==> config.mk <==
export PLATFORM = sky130hd
export DESIGN_NAME = smcs_stop_seq
export DESIGN_NICKNAME = d
export VERILOG_FILES = /design/src/include/smcs_pkg.sv /design/src/verilog/smcs_stop_seq.sv
export SDC_FILE = /design/constraint.sdc
export NUM_CORES = 1
export LEC_CHECK = 0
export BUFFER_PORTS_ARGS = -buffer_cell sky130_fd_sc_hd__buf_4
export CAP_MARGIN = 20
export CORE_MARGIN = 2
export CORE_UTILIZATION = 56
export DETAILED_ROUTE_END_ITERATION = 16
export PLACE_DENSITY = 0.85
export SYNTH_ARGS = -nofsm -noshare
export SYNTH_HDL_FRONTEND = slang
export SYNTH_SLANG_ARGS = --single-unit
==> constraint.sdc <==
create_clock -name mclk_in -period 2.56 [get_ports mclk_in]
set_input_delay 0.64 -clock mclk_in [delete_from_list [all_inputs] [get_ports mclk_in]]
set_output_delay 0.64 -clock mclk_in [all_outputs]
set_load 0.005 [all_outputs]
==> src/include/smcs_pkg.sv <==
// smcs_pkg: constants and state type for the stop-mode clock sequencer
// assumes a single 50 MHz clock and plain control/status ports
package smcs_pkg;
  // state machine, one-hot
  typedef enum logic [6:0] {
    SMCS_RUN = 7'h01,
    SMCS_DESEL = 7'h02,
    SMCS_PLL_OFF = 7'h04,
    SMCS_CORE_OFF = 7'h08,
    SMCS_STOPPED = 7'h10,
    SMCS_FAST_SCM = 7'h20,
    SMCS_CHECK = 7'h40
  } smcs_state_t;
  localparam logic [15:0] SMCS_CHECK_WINDOW = 16'h0FFF; // quality check window in good cycles
  localparam logic RST_SCM_FLAG = 1'b0;
  localparam logic RST_LOOP_SEL = 1'b0;
endpackage

==> src/verilog/smcs_stop_seq.sv <==
// smcs_stop_seq: stop-mode entry/exit sequencing of a clock and reset generator
// assumes all inputs except the asynchronous reset_n_in synchronous to mclk_in; clock gates and enables are outputs
`timescale 1ns/1ns
`default_nettype none
module smcs_stop_seq #(
  parameter int CHECK_CYCLES = int'(smcs_pkg::SMCS_CHECK_WINDOW)
) (
  input wire logic mclk_in,
  input wire logic reset_n_in,
  input wire logic stop_req_in,
  input wire logic wake_irq_in,
  input wire logic pseudo_stop_select_in,
  input wire logic watchdog_in_pseudo_stop_enable_in,
  input wire logic tick_in_pseudo_stop_enable_in,
  input wire logic fast_wake_enable_in,
  input wire logic self_clock_mode_enable_in,
  input wire logic self_clock_mode_in,
  input wire logic loop_clock_select_set_in,
  input wire logic loop_clock_select_clr_in,
  input wire logic self_clock_mode_flag_clr_in,
  input wire logic osc_good_in,
  output logic loop_clock_select_out,
  output logic pll_enable_out,
  output logic core_clock_enable_out,
  output logic system_clock_enable_out,
  output logic oscillator_enable_out,
  output logic clock_monitor_enable_out,
  output logic quality_check_active_out,
  output logic periodic_tick_timer_run_out,
  output logic watchdog_run_out,
  output logic voltage_regulator_low_power_out,
  output logic self_clock_active_out,
  output logic self_clock_mode_flag_out
);
  // elaboration guard: the window counter is 16 bits wide
  initial
  begin
    if (CHECK_CYCLES < 1 || CHECK_CYCLES > 65535)
      $error("CHECK_CYCLES out of range");
  end

  smcs_pkg::smcs_state_t state_q, state_d;
  logic pstop_q;
  logic from_scm_q;
  logic [15:0] chk_cnt_q;
  logic sel_q, flag_q;
  logic check_done;
  logic chk_run;

  // check passes when oscillator is good and the window elapses
  assign check_done = osc_good_in && (chk_cnt_q == 16'(CHECK_CYCLES));
  // quality check runs in check state, or in pseudo stop entered from self-clock
  assign chk_run = (state_q == smcs_pkg::SMCS_CHECK) ||
                   (state_q == smcs_pkg::SMCS_STOPPED && pstop_q && from_scm_q);

  // next state
  always_comb
  begin
    state_d = state_q;
    case (state_q)
      smcs_pkg::SMCS_RUN: if (stop_req_in) state_d = smcs_pkg::SMCS_DESEL;
      smcs_pkg::SMCS_DESEL: state_d = smcs_pkg::SMCS_PLL_OFF;
      smcs_pkg::SMCS_PLL_OFF: state_d = smcs_pkg::SMCS_CORE_OFF;
      smcs_pkg::SMCS_CORE_OFF: state_d = smcs_pkg::SMCS_STOPPED;
      smcs_pkg::SMCS_STOPPED:
        if (wake_irq_in)
        begin
          if (!pstop_q && fast_wake_enable_in && self_clock_mode_enable_in)
            state_d = smcs_pkg::SMCS_FAST_SCM;
          else if (!pstop_q && from_scm_q)
            state_d = smcs_pkg::SMCS_CHECK;
          else
            state_d = smcs_pkg::SMCS_RUN;
        end
      smcs_pkg::SMCS_FAST_SCM: if (!fast_wake_enable_in) state_d = smcs_pkg::SMCS_CHECK;
      smcs_pkg::SMCS_CHECK: if (check_done) state_d = smcs_pkg::SMCS_RUN;
      default: state_d = smcs_pkg::SMCS_RUN;
    endcase
  end

  // state, entry context; async reset restarts the normal start-up path
  always_ff @(posedge mclk_in or negedge reset_n_in)
  begin
    if (!reset_n_in)
    begin
      state_q <= smcs_pkg::SMCS_RUN;
      pstop_q <= 1'b0;
      from_scm_q <= 1'b0;
    end
    else
    begin
      state_q <= state_d;
      if (state_q == smcs_pkg::SMCS_RUN && stop_req_in)
      begin
        pstop_q <= pseudo_stop_select_in;
        from_scm_q <= self_clock_mode_in;
      end
    end
  end

  // check window counter, aborted and cleared whenever the check is not running
  always_ff @(posedge mclk_in or negedge reset_n_in)
  begin
    if (!reset_n_in)
      chk_cnt_q <= 16'h0000;
    else if (!chk_run || !osc_good_in)
      chk_cnt_q <= 16'h0000;
    else if (chk_cnt_q != 16'(CHECK_CYCLES))
      chk_cnt_q <= chk_cnt_q + 16'h0001;
  end

  // loop clock select: cleared on stop entry, set only by software
  always_ff @(posedge mclk_in or negedge reset_n_in)
  begin
    if (!reset_n_in)
      sel_q <= smcs_pkg::RST_LOOP_SEL;
    else if (state_q == smcs_pkg::SMCS_DESEL)
      sel_q <= 1'b0;
    else if (state_q == smcs_pkg::SMCS_RUN && loop_clock_select_set_in && !stop_req_in)
      sel_q <= 1'b1;
    else if (loop_clock_select_clr_in)
      sel_q <= 1'b0;
  end

  // self-clock flag: set by a successful check in the check state, after fast wake or full stop from self-clock; set wins over clear
  always_ff @(posedge mclk_in or negedge reset_n_in)
  begin
    if (!reset_n_in)
      flag_q <= smcs_pkg::RST_SCM_FLAG;
    else if (state_q == smcs_pkg::SMCS_CHECK && check_done)
      flag_q <= 1'b1;
    else if (self_clock_mode_flag_clr_in)
      flag_q <= 1'b0; // fast wake itself never sets it
  end

  // registered outputs
  always_ff @(posedge mclk_in or negedge reset_n_in)
  begin
    if (!reset_n_in)
    begin
      pll_enable_out <= 1'b1;
      core_clock_enable_out <= 1'b1;
      system_clock_enable_out <= 1'b1;
      oscillator_enable_out <= 1'b1;
      clock_monitor_enable_out <= 1'b1;
      quality_check_active_out <= 1'b0;
      periodic_tick_timer_run_out <= 1'b1;
      watchdog_run_out <= 1'b1;
      voltage_regulator_low_power_out <= 1'b0;
      self_clock_active_out <= 1'b0;
    end
    else
    begin
      pll_enable_out <= (state_d == smcs_pkg::SMCS_RUN) ||
                        (state_d == smcs_pkg::SMCS_DESEL) ||
                        (state_d == smcs_pkg::SMCS_CHECK) ||
                        (state_d == smcs_pkg::SMCS_FAST_SCM) ||
                        ((state_d == smcs_pkg::SMCS_PLL_OFF ||
                          state_d == smcs_pkg::SMCS_CORE_OFF ||
                          state_d == smcs_pkg::SMCS_STOPPED) && pstop_q && from_scm_q);
      core_clock_enable_out <= (state_d == smcs_pkg::SMCS_RUN) ||
                               (state_d == smcs_pkg::SMCS_DESEL) ||
                               (state_d == smcs_pkg::SMCS_PLL_OFF) ||
                               (state_d == smcs_pkg::SMCS_FAST_SCM) ||
                               (state_d == smcs_pkg::SMCS_CHECK);
      system_clock_enable_out <= (state_d != smcs_pkg::SMCS_STOPPED);
      oscillator_enable_out <= !(state_d == smcs_pkg::SMCS_FAST_SCM ||
                                 (state_d == smcs_pkg::SMCS_STOPPED && !pstop_q));
      clock_monitor_enable_out <= !(state_d == smcs_pkg::SMCS_FAST_SCM ||
                                    (state_d == smcs_pkg::SMCS_STOPPED && !pstop_q));
      quality_check_active_out <= (state_d == smcs_pkg::SMCS_CHECK) ||
                                  (state_d == smcs_pkg::SMCS_STOPPED && pstop_q && from_scm_q &&
                                   !check_done); // stops once the check passes
      periodic_tick_timer_run_out <= (state_d != smcs_pkg::SMCS_STOPPED) ||
                                     (pstop_q && tick_in_pseudo_stop_enable_in);
      watchdog_run_out <= (state_d != smcs_pkg::SMCS_STOPPED) ||
                          (pstop_q && watchdog_in_pseudo_stop_enable_in);
      voltage_regulator_low_power_out <= (state_d == smcs_pkg::SMCS_STOPPED) &&
                                         !(pstop_q && from_scm_q);
      self_clock_active_out <= (state_d == smcs_pkg::SMCS_FAST_SCM) ||
                               (state_d == smcs_pkg::SMCS_CHECK);
    end
  end

  assign loop_clock_select_out = sel_q;
  assign self_clock_mode_flag_out = flag_q;
endmodule
`default_nettype wire

* Yosys cells after proc, flatten, opt, wreduce, memory -nomap -nowiden
Cells that the tools add are included.
Operators by class: multiplexer cells 14, reductions and logical operators 46, add/sub/neg operators 1, eq/ne operators 17
Operators by type and width (number):
- $pmux 7 s7 | 1
- $mux 7 | 6
- $mux 16 | 2
- $logic_and 1x1->1 | 20
- $add 16x1->16 const B | 1
- $eq 16x12->1 const B | 1
- $logic_or 1x1->1 | 16
- $ne 16x12->1 const B | 1
- $eq 7x1->1 const B | 2
- $eq 7x2->1 const B | 2
- $eq 7x3->1 const B | 2
- $eq 7x4->1 const B | 2
- $eq 7x5->1 const B | 2
- $eq 7x6->1 const B | 2
- $eq 7x7->1 const B | 2
- $logic_not 1->1 | 7
- $ne 7x5->1 const B | 1
- $mux 1 | 5
- $reduce_bool 2->1 | 2
- $reduce_bool 3->1 | 1
Word-level totals: bits of input ports 14, output and inout bits 12, logic and storage cells 93, register bits 36

* Logic depth before layout (Yosys ltp)
Gate-level depths: netlist of the first run.
depth in word-level cells 12, depth in mapped cells 6, gate-level depth less buffers 5

* Worst setup path before layout of the first run
No wires, ideal clock.
path kind reg-to-reg, start point register chk_cnt_q[12], end point register self_clock_active_out, period minus slack after synthesis 1.862 ns, buffers on the path 0, stages on the path, launching flop included 5, slack 0.698 ns, required time 2.425 ns, library setup time 0.135 ns, data arrival time 1.727 ns, path through dfrtp_1 -> or4_1 -> or4_4 -> o21ai_0 -> nand3_1
On the way: cells in the longest elaborated chain, start to end 6, elaborated cells on any way between the ends 7, those cells by class 3 x eq/ne; 2 x mux; 2 x reduce/logical
RTL lines:
- start: declaration | RTL line smcs_stop_seq.sv:45 | logic [15:0] chk_cnt_q;
- start signal: assignment | RTL line smcs_stop_seq.sv:109 | chk_cnt_q <= chk_cnt_q + 16'h0001;
- $eq 16x12->1 (*) | RTL line smcs_stop_seq.sv:51 | assign check_done = osc_good_in && (chk_cnt_q == 16'(CHECK_CYCLES));
- $logic_and 1x1->1 (*) | RTL line smcs_stop_seq.sv:51
- $mux 7 (*) | RTL line smcs_stop_seq.sv:76 | smcs_pkg::SMCS_CHECK: if (check_done) state_d = smcs_pkg::SMCS_RUN;
- $pmux 7 s7 (*) | RTL line smcs_stop_seq.sv:60 | case (state_q)
- $eq 7x6->1 / $eq 7x7->1 (equally long branches) | RTL line smcs_stop_seq.sv:180, smcs_stop_seq.sv:181
- $logic_or 1x1->1 (*) | RTL line smcs_stop_seq.sv:180 | self_clock_active_out <= (state_d == smcs_pkg::SMCS_FAST_SCM) ||
- end signal: assignment | RTL line smcs_stop_seq.sv:180
- end: declaration | RTL line smcs_stop_seq.sv:32 | output logic self_clock_active_out,
Mark *: on every way between the ends. The rest lies on a longest branch, timed or not. A chain may end at the register's enable or synchronous reset.

* Worst setup path after layout of the first run
start point register chk_cnt_q[0], end point register state_q[0]
On the way: cells in the longest elaborated chain, start to end 4
RTL lines:
- $eq 16x12->1 | RTL line smcs_stop_seq.sv:51
- $logic_and 1x1->1 | RTL line smcs_stop_seq.sv:51
- $mux 7 | RTL line smcs_stop_seq.sv:76
- $pmux 7 s7 | RTL line smcs_stop_seq.sv:60
- via state_d[0] | RTL line smcs_stop_seq.sv:42 | smcs_pkg::smcs_state_t state_q, state_d;
- end signal: assignment | RTL line smcs_stop_seq.sv:86 | state_q <= smcs_pkg::SMCS_RUN;
- end signal: assignment | RTL line smcs_stop_seq.sv:92 | state_q <= state_d;
- end: declaration | RTL line smcs_stop_seq.sv:42
The timed path passes the listed nets, and every way through them passes these cells.

==> metrics.md, run 1 <==
| Metric | Value |
|---|---|
| Largest net degree at the start of global routing | `37` |
| Clock Power Share | `22.7%` |
| Critical Path Start | `chk_cnt_q[0]` |
| DR vias/cell | `5.922` |
| Final Instance Count excl. Fillers | `256` |
| Final Setup Violations | `0` |
| CP Capture Point | `state_q[0]` |
| P_leak | `0.9046 nW` |
| Htree depth | `2` |
| Die area | `3733 µm²` |
| Ys flop type | `dfrtp_1` |
| Setup Skew | `8.008 ps` |
| Number of library cell types mapped by synthesis | `48` |
| First-pass GRT wire length | `6.451 mm` |
| Post-cts resize count | `0` |
| Max-slew violation total from the final report | `0` |
| Reg2reg start | `chk_cnt_q[0]` |
| DRT antenna net count | `0` |
| Combinational share of power | `20.2%` |
| Antenna violations before repair | `0` |
| Worst slew margin | `53.92%` |
| Worst stage delay on the critical path | `700 ps` |
| Fin crit share | `81.05%` |
| DRC Markers | `0` |
| RSZ-0062 raised after global routing | `no` |
| Sequential power share | `57.1%` |
| I/O Buffers | `25` |
| Most frequent cells in the layout | `dfrtp_1, buf_4, nor2_1, nand2_1, o21ai_0` |
| Clock sink total | `36` |
| Placed insts | `248` |
| Worst setup EP type | `flip-flop` |
| Reg2reg end | `state_q[0]` |
| Max Clk Rate | `482.0 MHz` |
| Postcts setup bufs | `0` |
| Sw frac | `30.45%` |
| Peak supply drop | `0.0004092 V` |
| # nets final | `226` |
| Wire per inst | `14.63 µm` |
| Number of global-route vias before repair | `1,412` |
| Reg2reg path depth | `5` |
| Most flops, register | `chk_cnt_q` |
| NetSw | `0.0003857 W` |
| Worst Path Arrival | `2340 ps` |
| Worst Path Max Fanout | `9` |
| Worst Tran Pin Value | `685.5 ps` |
| Clock Tree Buf Depth | `2` |
| # diodes | `0` |
| Initial core utilization | `59.31%` |
| Drt pass-1 iters | `4` |
| Power, Total | `0.001267 W` |
| Synthesized area | `1826 µm²` |
| Clock Pin Slew Worst Setup and Hold Paths | `100 ps` |
| CTS tree | `built` |
| Sum Neg Setup Slack | `0 ps` |
| Top flop regs | `chk_cnt_q (16), state_q (7)` |
| Post-Syn Instances | `185` |
| Die Height | `61.10 µm` |
| GRT Total Usage | `23.68%` |
| Final core occ | `68.09%` |
| Die width | `61.10 µm` |
| Hold Path Class | `in2async` |
| Routability cong. | `0.9670` |
| Syn nets | `200` |
| Post-DP HPWL | `2.749 mm` |
| Critical path class | `reg2reg` |
| Total CTS buffers | `5` |
| Clk root buf | `clkbuf_4` |
| Synthesis Warnings | `0` |
| Flop2flop setup slack | `490 ps` |
| Area Overhead vs Synth | `14.80%` |
| Commonest non-fill, non-tap cell in the layout | `dfrtp_1` |
| FFs w/ async S/R, synth | `100.0%` |
| Fraction of layout cells with a size suffix above 1 | `22.64%` |
| Syn Area/Cell | `9.868 µm²` |
| DR vias | `1,516` |
| Sequential-to-total area share from yosys stat | `49.83%` |
| EDFF count, synth | `0` |
| Synth Register Bits | `36` |
| Outcome | `finished, final reports clean` |
| Top cell by count, worst path | `nand3_1` |
| Hold Buf Count CTS | `0` |
| Std cell rows | `20` |
| Critical-path top delay cell | `nor4_2` |
| Critical Path Source Type | `flip-flop` |
| Worst-Skew Late Latency | `340 ps` |
| Critical-path cell list | `ha_1 -> nand3_1 -> nor4_2 -> nand3_1 -> o2111ai_1` |
| GRT overflow | `0` |
| IO Pins | `26` |
| Minimum clock period | `2075 ps` |
| Max FFs per register | `16` |
| Detailed Route WL | `3.744 mm` |
| Max_cap viols | `0` |
| Initial DRC Count | `106` |
| Pwr Density | `604.4 nW/µm²` |
| Core ar. | `3078 µm²` |
| Worst path required time | `2820 ps` |
| P_int | `0.0008809 W` |
| Final hold violations | `0` |
## synth_stat cells (all sizes together), types with 3 or more instances
master | number | share of area [%]
nand4 | 4 | 2.2
dfrtp | 29 | 40
clkbuf | 6 | 1.2
nor2b | 3 | 1.0
or4 | 7 | 3.3
xnor2 | 5 | 2.4
dfstp | 7 | 10
nand2 | 16 | 3.3
o211ai | 3 | 1.2
nand2b | 3 | 1.0
nor3b | 3 | 1.2
o21ai | 10 | 2.7
nand3 | 8 | 2.2
a21oi | 6 | 1.6
o31ai | 3 | 1.2
nor3 | 6 | 1.6
inv | 9 | 1.9
nor4 | 7 | 2.7
nor2 | 16 | 3.3
and3 | 5 | 1.7
## critical path, delay by kind of cell, from the launching register on
family | cells | cell delay, ps
AO/OA/AOI/OAI | 1 | 140
flip-flops | 1 | 430
AND/OR/NAND/NOR | 3 | 1200
adder cells (fa/ha/maj) | 1 | 230
## cell type report
| cell class | instances | area (µm²) |
|---|---|---|
| Fill cell | 241 | 982.2 |
| Clock inverter | 1 | 5.005 |
| Multi-Input combinational cell | 133 | 852.1 |
| Sequential cell | 36 | 909.6 |
| Inverter | 9 | 33.78 |
| Clock buffer | 7 | 45.04 |
| Timing Repair Buffer | 26 | 195.2 |
| Tap cell | 44 | 55.05 |
## worst min path at each step
stage                                        start                  endpoint  slack, ps  cells past startpoint
after detailed placement  self_clock_mode_flag_out  self_clock_mode_flag_out        530                      2
after CTS                               reset_n_in              chk_cnt_q[7]        230                      1
after global placement    self_clock_mode_flag_out  self_clock_mode_flag_out        520                      2
after floorplan                         reset_n_in              chk_cnt_q[0]        340                      0
final                                   reset_n_in              chk_cnt_q[7]        220                      1
after global routing                    reset_n_in              chk_cnt_q[6]        230                      1
## metal layers
metal / routed length (µm) / track usage [%]
met5: 0 / 0
met2: 1727 / 34.65
met4: 40 / 8.385
met3: 237 / 7.353
met1: 1739 / 33.52
## power by group through the flow
stage	Combinational (W)	Clock, W	Sequential, W
after global routing	0.000292	0.000327	0.000734
after global placement	0.000249	0	0.000722
after CTS	0.000259	0.000299	0.000720
after detailed placement	0.000256	0	0.000731
after floorplan	0.000201	0	0.000683
final	0.000256	0.000287	0.000724
## cells by family after synthesis
group	synth area share, %
and+or+nand+nor	27.97
DFF	49.83
AOI/OAI and AO/OA	12.82
buffers and inverters	3.495
xor gates and xnor gates	2.879
muxes	2.330
adders and majority gates	0.6853
## through the flow
step / setup slack, ps / hold slack, ps / area [µm²]
after floorplan: 698.4 / 344.4 / 1826
after global placement: 573.6 / 522.5 / 2046
after detailed placement: 513.2 / 527.7 / 2046
after CTS: 488.0 / 228.9 / 2096
after global routing: 242.8 / 232.1 / 2096
final: 485.2 / 224.8 / 2096
Power figures use the tool's default switching activity.
==> inputs of run 2 (changes only) <==
- CORE_UTILIZATION: 56 -> 51
- PLACE_DENSITY: 0.85 -> 0.82
- clock period: 2.56 -> 1.75 ns (I/O delays scaled with it)
==> run 2 against run 1 <==
  * The flow now finishes with violations (setup timing)
  * Combinational power is 97% higher
  * Via count increased by 10%
  * Sequential power is 41% higher
  * Final area grew 16%
  * Utilization is 3.9 points higher
  * Non-clock buffer count is 32 higher
  * Cell count rose by 13%
  * Clock-buffer cell count increased by 1
  * Clock skew rose by 2.3 ps
  * Largest cell class is now multi-input gates
  * Largest power group unchanged
==> metrics.md, run 2 (synthesis results as in run 1) <==
| Metric | Value |
|---|---|
| Outcome | `complete, but fails checks (was finished, final reports clean)` |
| Failing checks | `setup timing` |
| Clock sink total | `36 (unchanged)` |
| Htree depth | `2 (unchanged)` |
| Hold Buf Count CTS | `0 (unchanged)` |
| GRT overflow | `0 (unchanged)` |
| Worst stage delay on the critical path | `550 ps (was 700 ps)` |
| Pwr Density | `833.2 nW/µm² (was 604.4 nW/µm²)` |
| Initial DRC Count | `92 (was 106)` |
| Critical-path cell list | `or4_4 -> or4_4 -> and3_4 -> nor3_4 (was ha_1 -> nand3_1 -> nor4_2 -> nand3_1 -> o2111ai_1)` |
| P_leak | `1.074 nW (was 0.9046 nW)` |
| Flop2flop setup slack | `-60 ps (was 490 ps)` |
| DR vias/cell | `5.752 (was 5.922)` |
| Initial core utilization | `53.86% (was 59.31%)` |
| Most frequent cells in the layout | `buf_4, dfrtp_1, nand2_1 (was dfrtp_1, buf_4, nor2_1, nand2_1, o21ai_0)` |
| Worst Path Max Fanout | `5 (was 9)` |
| # diodes | `0 (unchanged)` |
| Max_cap viols | `0 (unchanged)` |
| Setup Skew | `10.28 ps (was 8.008 ps)` |
| Worst-Skew Late Latency | `350 ps (was 340 ps)` |
| Worst setup EP type | `flip-flop (unchanged)` |
| Hold Path Class | `in2async (unchanged)` |
| Final hold violations | `0 (unchanged)` |
| Worst slew margin | `66.57% (was 53.92%)` |
| Max FFs per register | `16 (unchanged)` |
| NetSw | `0.0006036 W (was 0.0003857 W)` |
| Sw frac | `29.71% (was 30.45%)` |
| GRT Total Usage | `22.72% (was 23.68%)` |
| Die Height | `63.83 µm (was 61.10 µm)` |
| Top flop regs | `chk_cnt_q (16), state_q (7) (unchanged)` |
| Core ar. | `3390 µm² (was 3078 µm²)` |
| Worst Tran Pin Value | `497.6 ps (was 685.5 ps)` |
| Sequential power share | `50.0% (was 57.1%)` |
| Clk root buf | `clkbuf_4 (unchanged)` |
| Worst path required time | `2030 ps (was 2820 ps)` |
| Final core occ | `71.95% (was 68.09%)` |
| Number of global-route vias before repair | `1,601 (was 1,412)` |
| Die width | `63.83 µm (was 61.10 µm)` |
| # nets final | `258 (was 226)` |
| Post-DP HPWL | `3.042 mm (was 2.749 mm)` |
| Placed insts | `279 (was 248)` |
| Total CTS buffers | `5 (unchanged)` |
| Final Setup Violations | `6 (was 0)` |
| Worst Path Arrival | `2090 ps (was 2340 ps)` |
| I/O Buffers | `25 (unchanged)` |
| Die area | `4074 µm² (was 3733 µm²)` |
| Antenna violations before repair | `0 (unchanged)` |
| Std cell rows | `21 (was 20)` |
| Clock Tree Buf Depth | `2 (unchanged)` |
| Critical-path top delay cell | `or4_4 (was nor4_2)` |
| Detailed Route WL | `4.411 mm (was 3.744 mm)` |
| Area Overhead vs Synth | `33.58% (was 14.80%)` |
| Drt pass-1 iters | `4 (unchanged)` |
| Clock Pin Slew Worst Setup and Hold Paths | `110 ps (was 100 ps)` |
| DR vias | `1,668 (was 1,516)` |
| Worst setup margin | `-57.06 ps (was 485.2 ps)` |
| Most flops, register | `chk_cnt_q (unchanged)` |
| Critical path class | `reg2reg (unchanged)` |
| Wire per inst | `15.21 µm (was 14.63 µm)` |
| Fin crit share | `103.3% (was 81.05%)` |
| IO Pins | `26 (unchanged)` |
| Minimum clock period | `1807 ps (was 2075 ps)` |
| Final Instance Count excl. Fillers | `290 (was 256)` |
| Fraction of layout cells with a size suffix above 1 | `38.52% (was 22.64%)` |
| Critical Path Source Type | `flip-flop (unchanged)` |
| First-pass GRT wire length | `7.224 mm (was 6.451 mm)` |
| Max Clk Rate | `553.4 MHz (was 482.0 MHz)` |
| Combinational share of power | `24.8% (was 20.2%)` |
| Max-slew violation total from the final report | `0 (unchanged)` |
| Largest net degree at the start of global routing | `37 (unchanged)` |
| RSZ-0062 raised after global routing | `yes (was no)` |
| Routability cong. | `0.7997 (was 0.9670)` |
| P_int | `0.001428 W (was 0.0008809 W)` |
| DRC Markers | `0 (unchanged)` |
| DRT antenna net count | `0 (unchanged)` |
| Clock Power Share | `25.2% (was 22.7%)` |
| Peak supply drop | `0.0004334 V (was 0.0004092 V)` |
| Top cell by count, worst path | `or4_4 (was nand3_1)` |
| Commonest non-fill, non-tap cell in the layout | `buf_4 (was dfrtp_1)` |
| Hold Slack | `20.85 ps (was 224.8 ps)` |
| CTS tree | `built (unchanged)` |
| Fill count | `232 (was 241)` |
[run 2: worst paths after layout]
check,from,to,cells after the start
worst min-delay path,reset_n_in,chk_cnt_q[4],1
max in group asynchronous,reset_n_in,state_q[0],1
worst max-delay path,chk_cnt_q[12],chk_cnt_q[6],4
worst min register to register,self_clock_mode_flag_out,self_clock_mode_flag_out,2
min in group mclk_in,self_clock_mode_flag_clr_in,self_clock_mode_flag_out,2
worst max register to register,chk_cnt_q[12],chk_cnt_q[6],4
[run 2: area by class of cell]
cell class                      count  area [µm²]  area share (%)
Inverter                            9       33.78           1.385
Sequential cell                    36       910.9           37.35
Tap cell                           46       57.56           2.360
Multi-Input combinational cell    133       928.4           38.07
Clock buffer                        8       68.82           2.822
Timing Repair Buffer               58       439.2           18.01
[run 2: through the flow]
stage               total power [W]  area [µm²]  TNS [ps]  setup WS (ps)
floorplan                  0.001294        1839    -191.3         -39.50
global placement           0.001500        2280    -1.753         -1.753
detailed placement         0.001517        2280    -193.4         -55.64
CTS                        0.002017        2367    -231.3         -48.50
global route               0.002154        2439     -1086         -125.0
finish                     0.002032        2439    -122.6         -57.06
[run 2: power by group through the flow]
stage	clock, W	sequential, W	combinational (W)
finish	0.000512	0.00102	0.000504
global route	0.000560	0.00103	0.000566
CTS	0.000512	0.00101	0.000493
detailed placement	0	0.00103	0.000490
global placement	0	0.00102	0.000475
floorplan	0	0.00100	0.000294
[run 2: routing by layer]
layer | GRT usage, % | vias to the layer above | routed length (µm)
li1 | - | 799 | -
met1 | 28.31 | 814 | 1889
met2 | 38.67 | 49 | 2254
met3 | 5.634 | 6 | 209
met4 | 7.065 | 0 | 58
met5 | 0 | - | 0
[run 2: timing repair]
item | CTS | global route
endpoints found under the setup margin | 10 | 20
buffers inserted | 0 | 3
pin swaps | 0 | 5
gates resized for setup | 4 | 13
[run 2: worst max-delay path: cells and delay by family (launching register included)]
family,cells,cell delay (ps)
flops,1,390
simple gates,4,1350
